==> src/pkg/ssr_pkg.sv <==
// Package for the status flags and stack pointer register block.
// Assumes a single system clock and a core that issues one I/O or stack operation per cycle.
package ssr_pkg;
	localparam int          SSR_IO_AW         = 6;
	localparam int          SSR_DATA_AW       = 11;
	localparam int          SSR_SP_W          = 11;
	localparam logic [7:0]  SSR_SRAM_OFFSET   = 8'h20;
	localparam logic [5:0]  SSR_BIT_IO_MAX    = 6'h1F;
	localparam logic [5:0]  SSR_OFS_SP_LOW    = 6'h3D;
	localparam logic [5:0]  SSR_OFS_SP_HIGH   = 6'h3E;
	localparam logic [5:0]  SSR_OFS_STATUS    = 6'h3F;
	localparam logic [7:0]  SSR_SP_LOW_RST    = 8'h00;
	localparam logic [7:0]  SSR_SP_HIGH_RST   = 8'h00;
	localparam logic [7:0]  SSR_STATUS_RST    = 8'h00;
	localparam logic [7:0]  SSR_SP_HIGH_MASK  = 8'h07;
	localparam int          SSR_BIT_IE        = 7;
	localparam int          SSR_BIT_COPY      = 6;
	localparam int          SSR_BIT_HALF      = 5;
	localparam int          SSR_BIT_SIGN      = 4;
	localparam int          SSR_BIT_OVF       = 3;
	localparam int          SSR_BIT_NEG       = 2;
	localparam int          SSR_BIT_ZERO      = 1;
	localparam int          SSR_BIT_CARRY     = 0;
	localparam logic [10:0] SSR_SP_ONE        = 11'h001;
	localparam logic [10:0] SSR_SP_TWO        = 11'h002;

	typedef enum logic [2:0] {
		SSR_STK_NONE  = 3'b000,
		SSR_STK_PUSH  = 3'b001,
		SSR_STK_POP   = 3'b010,
		SSR_STK_CALL  = 3'b011,
		SSR_STK_RET   = 3'b100,
		SSR_STK_IRQ   = 3'b101,
		SSR_STK_INTERRUPT_EXIT  = 3'b110
	} ssr_stack_op_t;

	// Maps a data address onto a direct I/O address; valid only inside the I/O window
	function automatic logic [6:0] ssr_data_to_io(input logic [10:0] daddr);
		logic [10:0] rel;
		rel = daddr - {3'h0, SSR_SRAM_OFFSET};
		if (daddr >= {3'h0, SSR_SRAM_OFFSET} && rel < 11'h040)
			return {1'b1, rel[5:0]};
		return 7'h00;
	endfunction
endpackage

==> src/logic/ssr_io_mux.sv <==
// Read multiplexer for the core registers on the I/O bus.
// Assumes the top module registers its output; peripherals outside supply ext_rdata.
`timescale 1ns/1ps
module ssr_io_mux import ssr_pkg::*; (
	input  wire logic [5:0] addr,
	input  wire logic [7:0] status_val,
	input  wire logic [7:0] sp_low_val,
	input  wire logic [7:0] sp_high_val,
	input  wire logic [7:0] ext_rdata,
	output logic      [7:0] rdata,
	output logic            is_core
);
	always_comb begin
		is_core = 1'b1;
		unique case (addr)
			SSR_OFS_STATUS:  rdata = status_val;
			SSR_OFS_SP_HIGH: rdata = sp_high_val & SSR_SP_HIGH_MASK;
			SSR_OFS_SP_LOW:  rdata = sp_low_val;
			default: begin
				rdata   = ext_rdata;
				is_core = 1'b0;
			end
		endcase
	end
endmodule // ssr_io_mux

==> src/logic/ssr_core_regs.sv <==
// Status flags register and stack pointer with the I/O access path of the core.
// Assumes the execution unit issues at most one request per cycle and that ALU
// flag results arrive already computed; peripherals answer for other addresses.
`timescale 1ns/1ps
module ssr_core_regs import ssr_pkg::*; #(
	parameter int NUM_IRQ = 17
) (
	input  wire logic               clock,
	input  wire logic               rst_b,
	input  wire logic               io_read_op,
	input  wire logic               io_write_op,
	input  wire logic               data_space_sel,
	input  wire logic [5:0]         io_addr,
	input  wire logic [10:0]        data_addr,
	input  wire logic [7:0]         io_wdata,
	input  wire logic [7:0]         ext_rdata,
	input  wire logic               io_bit_set_op,
	input  wire logic               io_bit_clear_op,
	input  wire logic               skip_if_io_bit_set,
	input  wire logic               skip_if_io_bit_clear,
	input  wire logic [2:0]         bit_sel,
	input  wire logic               bit_to_copy_flag,
	input  wire logic               copy_flag_to_bit,
	input  wire logic [7:0]         reg_src,
	input  wire logic               alu_flags_we,
	input  wire logic [4:0]         alu_flags_mask,
	input  wire logic               alu_half,
	input  wire logic               alu_ovf,
	input  wire logic               alu_neg,
	input  wire logic               alu_zero,
	input  wire logic               alu_carry,
	input  wire logic [2:0]         stack_op,
	input  wire logic [NUM_IRQ-1:0] irq_pending,
	input  wire logic [NUM_IRQ-1:0] irq_enable,
	output logic      [7:0]         io_rdata,
	output logic                    ext_write,
	output logic      [5:0]         ext_addr,
	output logic      [7:0]         ext_wdata,
	output logic                    skip_next,
	output logic      [7:0]         reg_result,
	output logic      [7:0]         status_flags_reg,
	output logic      [10:0]        stack_ptr,
	output logic      [10:0]        stack_addr,
	output logic                    irq_request,
	output logic                    access_err
);
	typedef struct packed {
		logic [7:0]         status;
		logic [10:0]        sp;
		logic [10:0]        stk_addr;
		logic [7:0]         rdata;
		logic               ext_we;
		logic [5:0]         ext_a;
		logic [7:0]         ext_d;
		logic               skip;
		logic [7:0]         res;
		logic               irq;
		logic               err;
	} ssr_state_t;

	ssr_state_t s_q;
	ssr_state_t s_d;

	logic [6:0]  mapped;
	logic [5:0]  eff_addr;
	logic        addr_ok;
	logic [7:0]  cur_byte;
	logic        is_core;
	logic [7:0]  bit_mask;
	logic [7:0]  status_n;
	logic [7:0]  wbyte;
	logic        do_write;
	logic        bit_op;
	logic        skip_op;

	assign mapped   = ssr_data_to_io(data_addr);
	assign eff_addr = data_space_sel ? mapped[5:0] : io_addr;
	assign addr_ok  = data_space_sel ? mapped[6] : 1'b1;
	assign bit_mask = 8'h01 << bit_sel;
	assign bit_op   = io_bit_set_op | io_bit_clear_op;
	assign skip_op  = skip_if_io_bit_set | skip_if_io_bit_clear;

	ssr_io_mux u_mux (
		.addr        (eff_addr),
		.status_val  (s_q.status),
		.sp_low_val  (s_q.sp[7:0]),
		.sp_high_val ({5'h00, s_q.sp[10:8]}),
		.ext_rdata   (ext_rdata),
		.rdata       (cur_byte),
		.is_core     (is_core)
	);

	always_comb begin
		s_d          = s_q;
		s_d.ext_we   = 1'b0;
		s_d.skip     = 1'b0;
		s_d.err      = 1'b0;
		status_n     = s_q.status;
		wbyte        = io_wdata;
		do_write     = 1'b0;

		// Bit ops are a read-modify-write of the whole byte
		if (bit_op || skip_op) begin
			if (eff_addr > SSR_BIT_IO_MAX || !addr_ok) begin
				s_d.err = 1'b1;
			end else if (bit_op) begin
				wbyte    = io_bit_set_op ? (cur_byte | bit_mask) : (cur_byte & ~bit_mask);
				do_write = 1'b1;
			end else begin
				s_d.skip = skip_if_io_bit_set ? |(cur_byte & bit_mask) : ~|(cur_byte & bit_mask);
			end
		end else if (io_write_op) begin
			do_write = addr_ok;
			s_d.err  = ~addr_ok;
		end
		if (io_read_op) begin
			s_d.rdata = cur_byte;
			s_d.err   = s_d.err | ~addr_ok;
		end

		// ALU flag updates; interrupt entry and exit touch only the IE bit of status
		if (alu_flags_we) begin
			if (alu_flags_mask[4])
				status_n[SSR_BIT_HALF] = alu_half;
			if (alu_flags_mask[3])
				status_n[SSR_BIT_OVF] = alu_ovf;
			if (alu_flags_mask[2])
				status_n[SSR_BIT_NEG] = alu_neg;
			if (alu_flags_mask[1])
				status_n[SSR_BIT_ZERO] = alu_zero;
			if (alu_flags_mask[0])
				status_n[SSR_BIT_CARRY] = alu_carry;
		end
		if (bit_to_copy_flag)
			status_n[SSR_BIT_COPY] = |(reg_src & bit_mask);
		s_d.res = copy_flag_to_bit ?
			(s_q.status[SSR_BIT_COPY] ? (reg_src | bit_mask) : (reg_src & ~bit_mask)) : reg_src;

		s_d.stk_addr = s_q.sp;
		unique case (ssr_stack_op_t'(stack_op))
			SSR_STK_NONE: begin
			end
			SSR_STK_PUSH: begin
				s_d.stk_addr = s_q.sp;
				s_d.sp       = s_q.sp - SSR_SP_ONE;
			end
			SSR_STK_CALL: begin
				s_d.stk_addr = s_q.sp;
				s_d.sp       = s_q.sp - SSR_SP_TWO;
			end
			SSR_STK_IRQ: begin
				s_d.stk_addr = s_q.sp;
				s_d.sp       = s_q.sp - SSR_SP_TWO;
				status_n[SSR_BIT_IE] = 1'b0;
			end
			SSR_STK_POP: begin
				s_d.sp       = s_q.sp + SSR_SP_ONE;
				s_d.stk_addr = s_q.sp + SSR_SP_ONE;
			end
			SSR_STK_RET: begin
				s_d.sp       = s_q.sp + SSR_SP_TWO;
				s_d.stk_addr = s_q.sp + SSR_SP_ONE;
			end
			SSR_STK_INTERRUPT_EXIT: begin
				s_d.sp       = s_q.sp + SSR_SP_TWO;
				s_d.stk_addr = s_q.sp + SSR_SP_ONE;
				status_n[SSR_BIT_IE] = 1'b1;
			end
			default: begin
			end
		endcase

		// Byte writes to core registers take precedence over implicit updates other than the sign flag, which stays N xor V
		s_d.ext_a = eff_addr;
		s_d.ext_d = wbyte;
		if (do_write) begin
			unique case (eff_addr)
				SSR_OFS_STATUS:  status_n = wbyte;
				SSR_OFS_SP_HIGH: s_d.sp[10:8] = wbyte[2:0];
				SSR_OFS_SP_LOW:  s_d.sp[7:0] = wbyte;
				default:         s_d.ext_we = ~is_core;
			endcase
		end
		status_n[SSR_BIT_SIGN] = status_n[SSR_BIT_NEG] ^ status_n[SSR_BIT_OVF];
		s_d.status = status_n;

		s_d.irq = status_n[SSR_BIT_IE] & |(irq_pending & irq_enable);
	end

	always_ff @(posedge clock or negedge rst_b) begin
		if (!rst_b) begin
			s_q <= '0;
		end else begin
			s_q <= s_d;
		end
	end

	assign io_rdata         = s_q.rdata;
	assign ext_write        = s_q.ext_we;
	assign ext_addr         = s_q.ext_a;
	assign ext_wdata        = s_q.ext_d;
	assign skip_next        = s_q.skip;
	assign reg_result       = s_q.res;
	assign status_flags_reg = s_q.status;
	assign stack_ptr        = s_q.sp;
	assign stack_addr       = s_q.stk_addr;
	assign irq_request      = s_q.irq;
	assign access_err       = s_q.err;
endmodule // ssr_core_regs

==> config.mk <==
export PLATFORM = sky130hd
export DESIGN_NAME = ssr_core_regs
export DESIGN_NICKNAME = d
export VERILOG_FILES = /design/src/pkg/ssr_pkg.sv /design/src/logic/ssr_io_mux.sv /design/src/logic/ssr_core_regs.sv
export SDC_FILE = /design/constraint.sdc
export NUM_CORES = 1
export LEC_CHECK = 0
export CORE_ASPECT_RATIO = 0.7
export CORE_MARGIN = 2
export CORE_UTILIZATION = 50
export CTS_CLUSTER_SIZE = 14
export DETAILED_ROUTE_END_ITERATION = 8
export DONT_BUFFER_PORTS = 1
export GPL_ROUTABILITY_DRIVEN = 0
export MAX_ROUTING_LAYER = met4
export PLACE_DENSITY = 0.63
export REMOVE_ABC_BUFFERS = 1
export SLEW_MARGIN = 20
export SYNTH_ARGS = -nofsm -noshare
export SYNTH_HDL_FRONTEND = slang
export SYNTH_SLANG_ARGS = --single-unit
export TNS_END_PERCENT = 30
==> constraint.sdc <==
create_clock -name clock -period 7.45 [get_ports clock]
set_clock_uncertainty 0.1 [all_clocks]
set_input_delay 0.3725 -clock clock [delete_from_list [all_inputs] [get_ports clock]]
set_output_delay 0.3725 -clock clock [all_outputs]
set_load 0.01 [all_outputs]
Word-level counts from Yosys, hierarchy flattened
Index checks and enable logic that the tools add are counted.

cells by class
  add/subtract/negate cells = 5
  order comparisons = 3
  eq/ne operators = 9
  shift-type cells = 1
  mux-type cells = 42
  bitwise operators = 15
  reductions and logical operators = 11

operators with widths
  cell                                                                                  count
  22-bit case mux with 4 select lines                                                   1
  8-bit 2-to-1 mux                                                                      9
  8-bit AND                                                                             4
  1-bit 2-to-1 mux                                                                      24
  8-bit case mux with 3 select lines                                                    1
  6-bit == test, second input constant                                                  3
  17-bit AND                                                                            1
  17-bit OR reduction                                                                   1
  8-bit OR                                                                              2
  8-bit OR reduction                                                                    2
  7-bit 2-to-1 mux                                                                      2
  11-bit by 1-bit adder with 11-bit output, second input constant                       1
  11-bit by 2-bit adder with 11-bit output, second input constant                       1
  11-bit by 6-bit greater-or-equal comparator with 1-bit output, second input constant  1
  11-bit by 7-bit < comparator with 1-bit output, second input constant                 1
  11-bit 2-to-1 mux                                                                     1
  11-bit by 1-bit subtractor with 11-bit output, second input constant                  1
  11-bit by 2-bit subtractor with 11-bit output, second input constant                  1
  11-bit by 6-bit subtractor with 11-bit output, second input constant                  1
  3-bit == test, second input constant                                                  3
  8-bit inverter                                                                        1
  1-bit by 3-bit left shift with 8-bit output, first input constant                     1
  3-bit by 2-bit == test with 1-bit output, second input constant                       2
  6-bit by 5-bit > comparator with 1-bit output, second input constant                  1
  14 further kinds                                                                      20

storage, ports and cells
  register bits after elaboration = 64
  input port bits = 103
  output and inout bits = 64
  logic and storage cells = 97

Logic depth before layout (Yosys ltp)
Gate-level depths: netlist of the first run.

  depth after elaboration = 16
  mapped depth = 13
  mapped depth without buffers = 11

By module
Synthesis of the first run repeated with hierarchy kept, for this count alone.

second synthesis, totals
  cell total of the unflattened synthesis = 545
  area, all modules = 4,880.9 µm²

by module, submodules not included
  module         instances  cells each  area each (µm²)  seq. area each (µm²)
  ssr_core_regs  1          491         4,500.6          1,601.5
  ssr_io_mux     1          54          380.4            0.0

Least setup slack after synthesis of the first run
OpenSTA, ideal clock, no wires.

  path type = input -> register
  from = input data_addr[6]
  to = register s_q, in the netlist skip_next
  setup time = 125 ps
  arrival = 2,682 ps
  required time = 7,225 ps
  setup slack = 4,543 ps
  stages on the path = 9
  buffers on the path = 1
  cell sequence = or4_4 -> and4_1 -> buf_6 -> a31o_4 -> nand3_1 -> mux2_2 -> mux4_2 -> nand4_1 -> nand3_1

RTL lines
  item                    RTL line              text
  start: declaration      ssr_core_regs.sv:14   input wire logic [10:0] data_addr,
  end signal: assignment  ssr_core_regs.sv:192  s_q <= '0;
  end signal: assignment  ssr_core_regs.sv:194  s_q <= s_d;
  end: declaration        ssr_core_regs.sv:61   ssr_state_t s_q;

==> results.tsv, run 1 <==
stage	metric	value	unit
outcome	status	finished, final reports clean	
die	fp.dieH	84.4	um
setup_path	r2r-start	stack_ptr[3]	
die	floorplan.rows	29	
clocking	cts_tree	built	
placed_design	port_buffers	0	
power_and_ir_drop	p_comb_share	35.6	%
setup_path	reg2reg_slack	4.35	ns
grt	antenna_found_initial	0	
synth	synthMuxAreaShare	11.8	%
timing	finalCritPeriodShare	41.5	%
routing	drtIter0Drc	450	
layout	antenna_cells	0	
routing	ant_nets	0	
synth	synth_adder_area_share	3.41	%
routing	first_pass_iters	5	
timing	hold_violations	0	
grt	grt_pass1_wl	21500	um
clocking	clkLatencyLatePin	0.33	ns
die	initial_utilization	51.1	%
die	fp.dieArea	0.0100	mm^2
routing	totalWireLength	14000	um
synth	synth-compound-area-share	22.1	%
timing	layout_min_cycle_time	3.10	ns
power_and_ir_drop	share_seq_of_total_power	39.6	%
synth	syn_avg_cell_area	8.71	um^2
setup_path	worstPathArrival	3.18	ns
layout	nFillCells	844	
clocking	cts_max_path_buffers	2	
die	core-area	0.00903	mm^2
synth	synth-xor-area-share	4.74	%
power_and_ir_drop	power_leakage	0.00203	uW
power_and_ir_drop	p_clk_share	24.7	%
synth	synth-simple-area-share	18.2	%
die	io_pins	167	
die	fp.dieW	119	um
timing	slew_viol_final	0	
setup_path	worstSetupPathType	reg2reg	
synth	synth_top_family_by_area	compound AO/OA/AOI/OAI gates	
clocking	post_cts_resized	0	
timing	fmax	323	MHz
layout	area_growth	7.34	%
power_and_ir_drop	power.density	317	mW/mm^2
clocking	cts_sinks	64	
clocking	clk_pin_slew	0.06	ns
setup_path	path_max_fanout	13	
power_and_ir_drop	power.share.switching	41.7	%
synth	syn_area	0.00462	mm^2
min_path	holdCritStartpoint	data_space_sel	
routing	via_per_inst	6.56	
routing	drc_errors	0	
timing	hold_ws	0.0426	ns
setup_path	crit_path_end_kind	register	
synth	ys_seq_area_share	34.7	%
power_and_ir_drop	p_int	916	uW
flow_run	maxCapViolations	0	
layout	nNetsFinal	626	
setup_path	cp.required	7.53	ns
timing	timing.slew.headroom	47.4	%
layout	drive_gt1_share	11.2	%
synth	synth_edf_count	0	
timing	tns	0	ns
clocking	cts_inserted_buffers	9	
synth	synthArstFlopShare	100	%
routing	via_count	4198	
synth	synthCells	530	
synth	ys_ff_latch	64	
power_and_ir_drop	power_switching	654	uW
timing	rsz0062_at_grt	no	
power_and_ir_drop	peakVddDrop	232	uV
grt	grt_pass1_vias	3878	
grt	gr-total-overflow	0	
timing	setup_viol	0	
routing	wl_per_cell	21.8	um
synth	synth_flop_cell	dfrtp_1	
setup_path	crit_start	stack_ptr[3]	
timing	worst_pin_slew	0.782	ns
synth	yosysWarnings	0	
synth	ys_types	64	
grt	grt_usage	28.8	%
min_path	min_path_type	in2reg	
clocking	h-tree-depth	3	
clocking	root_buffer	clkbuf_16	
grt	grt_max_degree	65	
setup_path	worst_setup_path_start_kind	register	
placed_design	dp_hpwl	10400	um
-- cell type report --
type | count | area [um^2] | area share (%)
multi-input cells | 408 | 2780 | 56.1
flip-flops and latches | 64 | 1600 | 32.3
clock inverters | 6 | 45.0 | 0.909
clock buffers | 10 | 229 | 4.62
well taps | 124 | 155 | 3.13
inverters | 24 | 90.1 | 1.82
repair buffers | 4 | 52.6 | 1.06
-- per-stage QoR --
| step | setup slack (ns) | utilization, % | instances | total power [uW] | cell area, um^2 |
|---|---|---|---|---|---|
| 5_1_grt | 4.14 | 54.9 | 640 | 1660 | 4960 |
| 4_1_cts | 4.38 | 54.8 | 639 | 1570 | 4950 |
| 2_1_floorplan | 4.53 | - | 496 | 1010 | 4470 |
| 6_report | 4.35 | 54.9 | 640 | 1570 | 4960 |
| 3_3_place_gp | 4.25 | 51.3 | 621 | 1160 | 4640 |
| 3_5_place_dp | 4.14 | 51.3 | 621 | 1160 | 4640 |
-- power groups by stage --
stage / clock network, uW / registers, uW / logic (uW)
finish: 388 / 622 / 560
global placement: 0 / 623 / 535
global route: 411 / 633 / 621
floorplan: 0 / 562 / 444
detailed placement: 0 / 625 / 539
CTS: 397 / 619 / 554
-- cell usage after synthesis (10+ instances only) --
cell,number,area [um^2]
xnor2_1,21,184
mux2i_1,15,150
nand3_1,20,100
nand2b_1,10,62.6
a21oi_1,27,135
clkbuf_1,23,86.3
ha_1,11,138
nor2_1,31,116
nand2_1,52,195
o21ai_0,39,195
mux2_2,31,349
nor3_1,18,90.1
dfrtp_1,64,1600
inv_1,24,90.1
a22oi_1,10,75.1
-- layout by cell type, fill, tap and decap left out, drive strengths merged, types with 5 or more instances in the layout --
| cell | netlist | layout |
|---|---|---|
| xnor2 | 21 | 21 |
| nor3 | 18 | 18 |
| a22o | 6 | 6 |
| a22oi | 10 | 10 |
| nand3 | 20 | 20 |
| clkinv | 0 | 5 |
| nand4 | 9 | 9 |
| a32o | 5 | 5 |
| nor2 | 31 | 31 |
| mux2i | 15 | 15 |
| nand2b | 10 | 10 |
| a21oi | 27 | 27 |
| o21ai | 41 | 41 |
| nand2 | 52 | 52 |
| nor2b | 8 | 8 |
| dfrtp | 64 | 64 |
| inv | 24 | 25 |
| o211ai | 6 | 6 |
| mux2 | 31 | 31 |
| a31oi | 7 | 7 |
| ha | 11 | 11 |
| o22ai | 5 | 5 |
| clkbuf | 23 | 11 |
| a21o | 5 | 5 |
-- metal layers --
metal | up-vias | share of wire [%] | global-route usage [%]
li1 | 1922 | - | -
met1 | 2009 | 44 | 40.7
met2 | 249 | 44 | 40.4
met3 | 18 | 10 | 8.49
met4 | 0 | 1.5 | 7.36
met5 | - | 0 | -
-- worst paths after layout --
check,depth (start not counted),endpoint
setup / recovery,9,stack_ptr[9]
hold / removal,1,ext_addr[0]
setup reg to reg,9,stack_ptr[9]
hold reg to reg,1,io_rdata[3]
max in group asynchronous,2,stack_ptr[3]
min in group asynchronous,2,io_rdata[3]
-- repair_timing --
| action | in CTS | in global routing |
|---|---|---|
| hold buffers | 2 | 0 |
| setup buffers | 0 | 0 |
| hold endpoints to repair | 64 | 0 |
-- kinds of logic (layout without fill, tap and decap cells) --
family | after synthesis | after routing
simple gates | 171 | 171
compound gates | 152 | 152
flops | 64 | 64
buf+inv | 58 | 44
mux | 48 | 48
xor+xnor | 25 | 25
fa+ha+maj | 12 | 12
-- worst max-delay path: stages, from the launching register on --
cell and delay [ns]:
dfrtp_1 0.68, ha_1 0.36, nor2b_1 0.14, o21ai_0 0.19, a21boi_0 0.12, o21a_1 0.20, o41ai_1 0.48, mux2_2 0.40
o221ai_1 0.17, a22oi_1 0.10
No activity file was read; power rests on OpenSTA's default activity.
==> run 2, diff against run 1 <==
- PLACE_DENSITY: 0.63 -> 0.66
- clock period: 7.45 -> 2.8 ns (I/O delays scaled with it)
==> run 2 against run 1 <==
  * Final area rose by 13%
  * Setup slack got worse by 4.2 ns
  * Count of clock-buffer cells in the layout rose by 1
  * Global-route usage rose by 2.7 points
  * Sequential power rose by 130%
  * Register-to-register slack got worse by 4.2 ns
  * Critical path type unchanged
  * Highest routed layer unchanged
==> results.tsv, run 2 (same netlist as run 1, synthesis figures left out) <==
stage	metric	value	unit	change
setup_path	r2r-end	stack_ptr[6]		
grt	gr-total-overflow	0		unchanged
timing	slew_viol_final	0		unchanged
clocking	h-tree-depth	3		unchanged
die	core-area	0.00903	mm^2	unchanged
power_and_ir_drop	power_leakage	0.00233	uW	+15%
clocking	cts_tree	built		
power_and_ir_drop	peakVddDrop	425	uV	+83%
setup_path	critPathMaxStageDelay	0.53	ns	-0.15 ns
clocking	clk_pin_slew	0.06	ns	about the same
clocking	cts_sinks	64		unchanged
routing	drtIter0Drc	393		-13%
timing	setup_viol	0		unchanged
layout	antenna_cells	0		unchanged
layout	area_growth	21.4	%	
clocking	clkLatencyLatePin	0.33	ns	about the same
layout	final_cell_mix	64 x dfrtp_1, 52 x nand2_1, 43 x dlygate4sd3_1, 38 x o21ai_0		
die	fp.dieW	119	um	unchanged
min_path	min_path_type	in2reg		
placed_design	post-place-cells	643		+3.5%
routing	ant_nets	0		unchanged
timing	timing.slew.headroom	50.8	%	+3.4 points
timing	finalCritPeriodShare	94.1	%	+53 points
die	floorplan.rows	29		unchanged
layout	layout_commonest_cell	dfrtp_1		
die	fp.dieH	84.4	um	unchanged
layout	drive_gt1_share	14.5	%	+3.3 points
routing	via_per_inst	6.51		-0.76%
setup_path	reg2reg_slack	0.17	ns	-4.19 ns
clocking	root_buffer	clkbuf_16		
grt	grt_max_degree	65		unchanged
routing	drc_errors	0		unchanged
routing	via_count	4576		+9.0%
routing	first_pass_iters	5		unchanged
layout	fin_cells	703		+9.8%
grt	grt_pass1_wl	23900	um	+11%
setup_path	crit_family	simple AND/OR/NAND/NOR gates		
placed_design	port_buffers	0		unchanged
setup_path	worstRegToRegCells	9		unchanged
die	fp.dieArea	0.0100	mm^2	unchanged
timing	rsz0062_at_grt	no		
power_and_ir_drop	power.density	824	mW/mm^2	+160%
setup_path	worst_setup_path_start_kind	register		
setup_path	crit_top_cell	o21ai_0		
grt	grt_usage	31.5	%	+2.7 points
setup_path	worstPathArrival	2.79	ns	-0.39 ns
clocking	postCtsSetupBuffers	0		unchanged
outcome	status	finished, final reports clean		
timing	worst_pin_slew	0.730	ns	-0.0521 ns
setup_path	path_max_fanout	6		-7
grt	antenna_found_initial	0		unchanged
min_path	holdCritStartpoint	io_bit_set_op		
setup_path	path_cells	inv_2 -> ha_1 -> or3b_2 -> nor4_1 -> mux2_2 -> o21ai_0 -> o21ai_0 -> a21oi_1 -> mux2i_1		
clocking	cts_max_path_buffers	2		unchanged
grt	grt_pass1_vias	4554		+17%
min_path	whs_endpoint	ext_wdata[4]		
clocking	cts_inserted_buffers	9		unchanged
die	initial_utilization	51.1	%	unchanged
timing	hold_violations	0		unchanged
power_and_ir_drop	finalPower	4620	uW	+190%
flow_run	maxCapViolations	0		unchanged
setup_path	worstSetupPathType	reg2reg		
placed_design	dp_hpwl	10800	um	+3.7%
layout	nFillCells	767		-9.1%
setup_path	cp_slowest_cell	or3b_2		
min_path	holdPathStages	2		+1
layout	nNetsFinal	689		+10%
setup_path	r2r-start	stack_ptr[1]		
routing	wl_per_cell	21.9	um	+0.58%
timing	layout_min_cycle_time	2.63	ns	-0.461 ns
die	io_pins	167		unchanged
setup_path	cp.required	2.96	ns	-4.57 ns
routing	totalWireLength	15400	um	+10%
setup_path	crit_path_end_kind	register		
setup_path	crit_buf_inv	1		+1
timing	fmax	380	MHz	+18%
timing	hold_ws	0.00804	ns	-0.0346 ns
==> run 2: cell count changes in the layout (fill, tap and decap cells not counted), sizes merged <==
cell	delta
inv	-1
clkinvlp	+2
dlygate4sd3	+42
buf	+22
bufinv	+1
clkinv	-3
==> run 2: what timing repair did <==
| action | in CTS | in global routing |
|---|---|---|
| resized for setup | 0 | 6 |
| endpoints found under the hold margin | 108 | 0 |
| hold buffers | 44 | 0 |
| setup endpoints to repair | 0 | 4 |
==> run 2: metrics by stage <==
| stage | setup WS [ns] | area, um^2 | util, % | setup TNS, ns |
|---|---|---|---|---|
| 2_1_floorplan | 0.107 | 4470 | - | 0 |
| 3_3_place_gp | 0.0969 | 4810 | 53.3 | 0 |
| 3_5_place_dp | -0.0277 | 4810 | 53.3 | -0.0421 |
| 4_1_cts | 0.0221 | 5580 | 61.8 | 0 |
| 5_1_grt | 0.0114 | 5600 | 62.0 | 0 |
| 6_report | 0.166 | 5600 | 62.0 | 0 |
==> run 2: routing by layer <==
metal  up-vias  track usage [%]  wire length [um]
met1      2211             41.1              6480
met5         -                -                 0
met2       284             47.6              6900
met3        42             7.88              1570
met4         0             11.3               472
li1       2039                -                 -
==> run 2: how the worst max path moves through the flow <==
stage / from / end / slack, ns / depth (start not counted)
finish: stack_ptr[1] / stack_ptr[6] / 0.17 / 9
global route: data_addr[5] / status_flags_reg[5] / 0.01 / 10
CTS: stack_ptr[1] / stack_ptr[9] / 0.02 / 11
detailed placement: data_addr[5] / stack_ptr[5] / -0.03 / 10
global placement: stack_ptr[1] / stack_ptr[9] / 0.1 / 11
floorplan: stack_ptr[3] / stack_ptr[9] / 0.11 / 9
==> run 2: area by class of cell <==
type                    instances  area [um^2]  area share [%]
clock buffers                  11          253            4.51
clock inverters                 5         55.1           0.982
inverters                      24         90.1            1.61
multi-input cells             408         2810            50.1
flip-flops and latches         64         1600            28.6
well taps                     124          155            2.77
repair buffers                 67          643            11.5
==> run 2: power by group <==
part | switching [uW] | leakage, uW | internal (uW)
Combinational | 1120 | 0.00142 | 887
Sequential | 297 | 0.000760 | 1140
Clock | 429 | 0.000148 | 734
Total | 1850 | 0.00233 | 2760
==> run 2: worst reg2reg max path, delay by kind of cell (launching register included) <==
family | cells | cell delay (ns)
AND/OR/NAND/NOR | 2 | 0.88
AO/OA/AOI/OAI | 3 | 0.43
flip-flops | 1 | 0.38
multiplexers | 2 | 0.38
adder cells (fa/ha/maj) | 1 | 0.27
buffers and inverters | 1 | 0.13
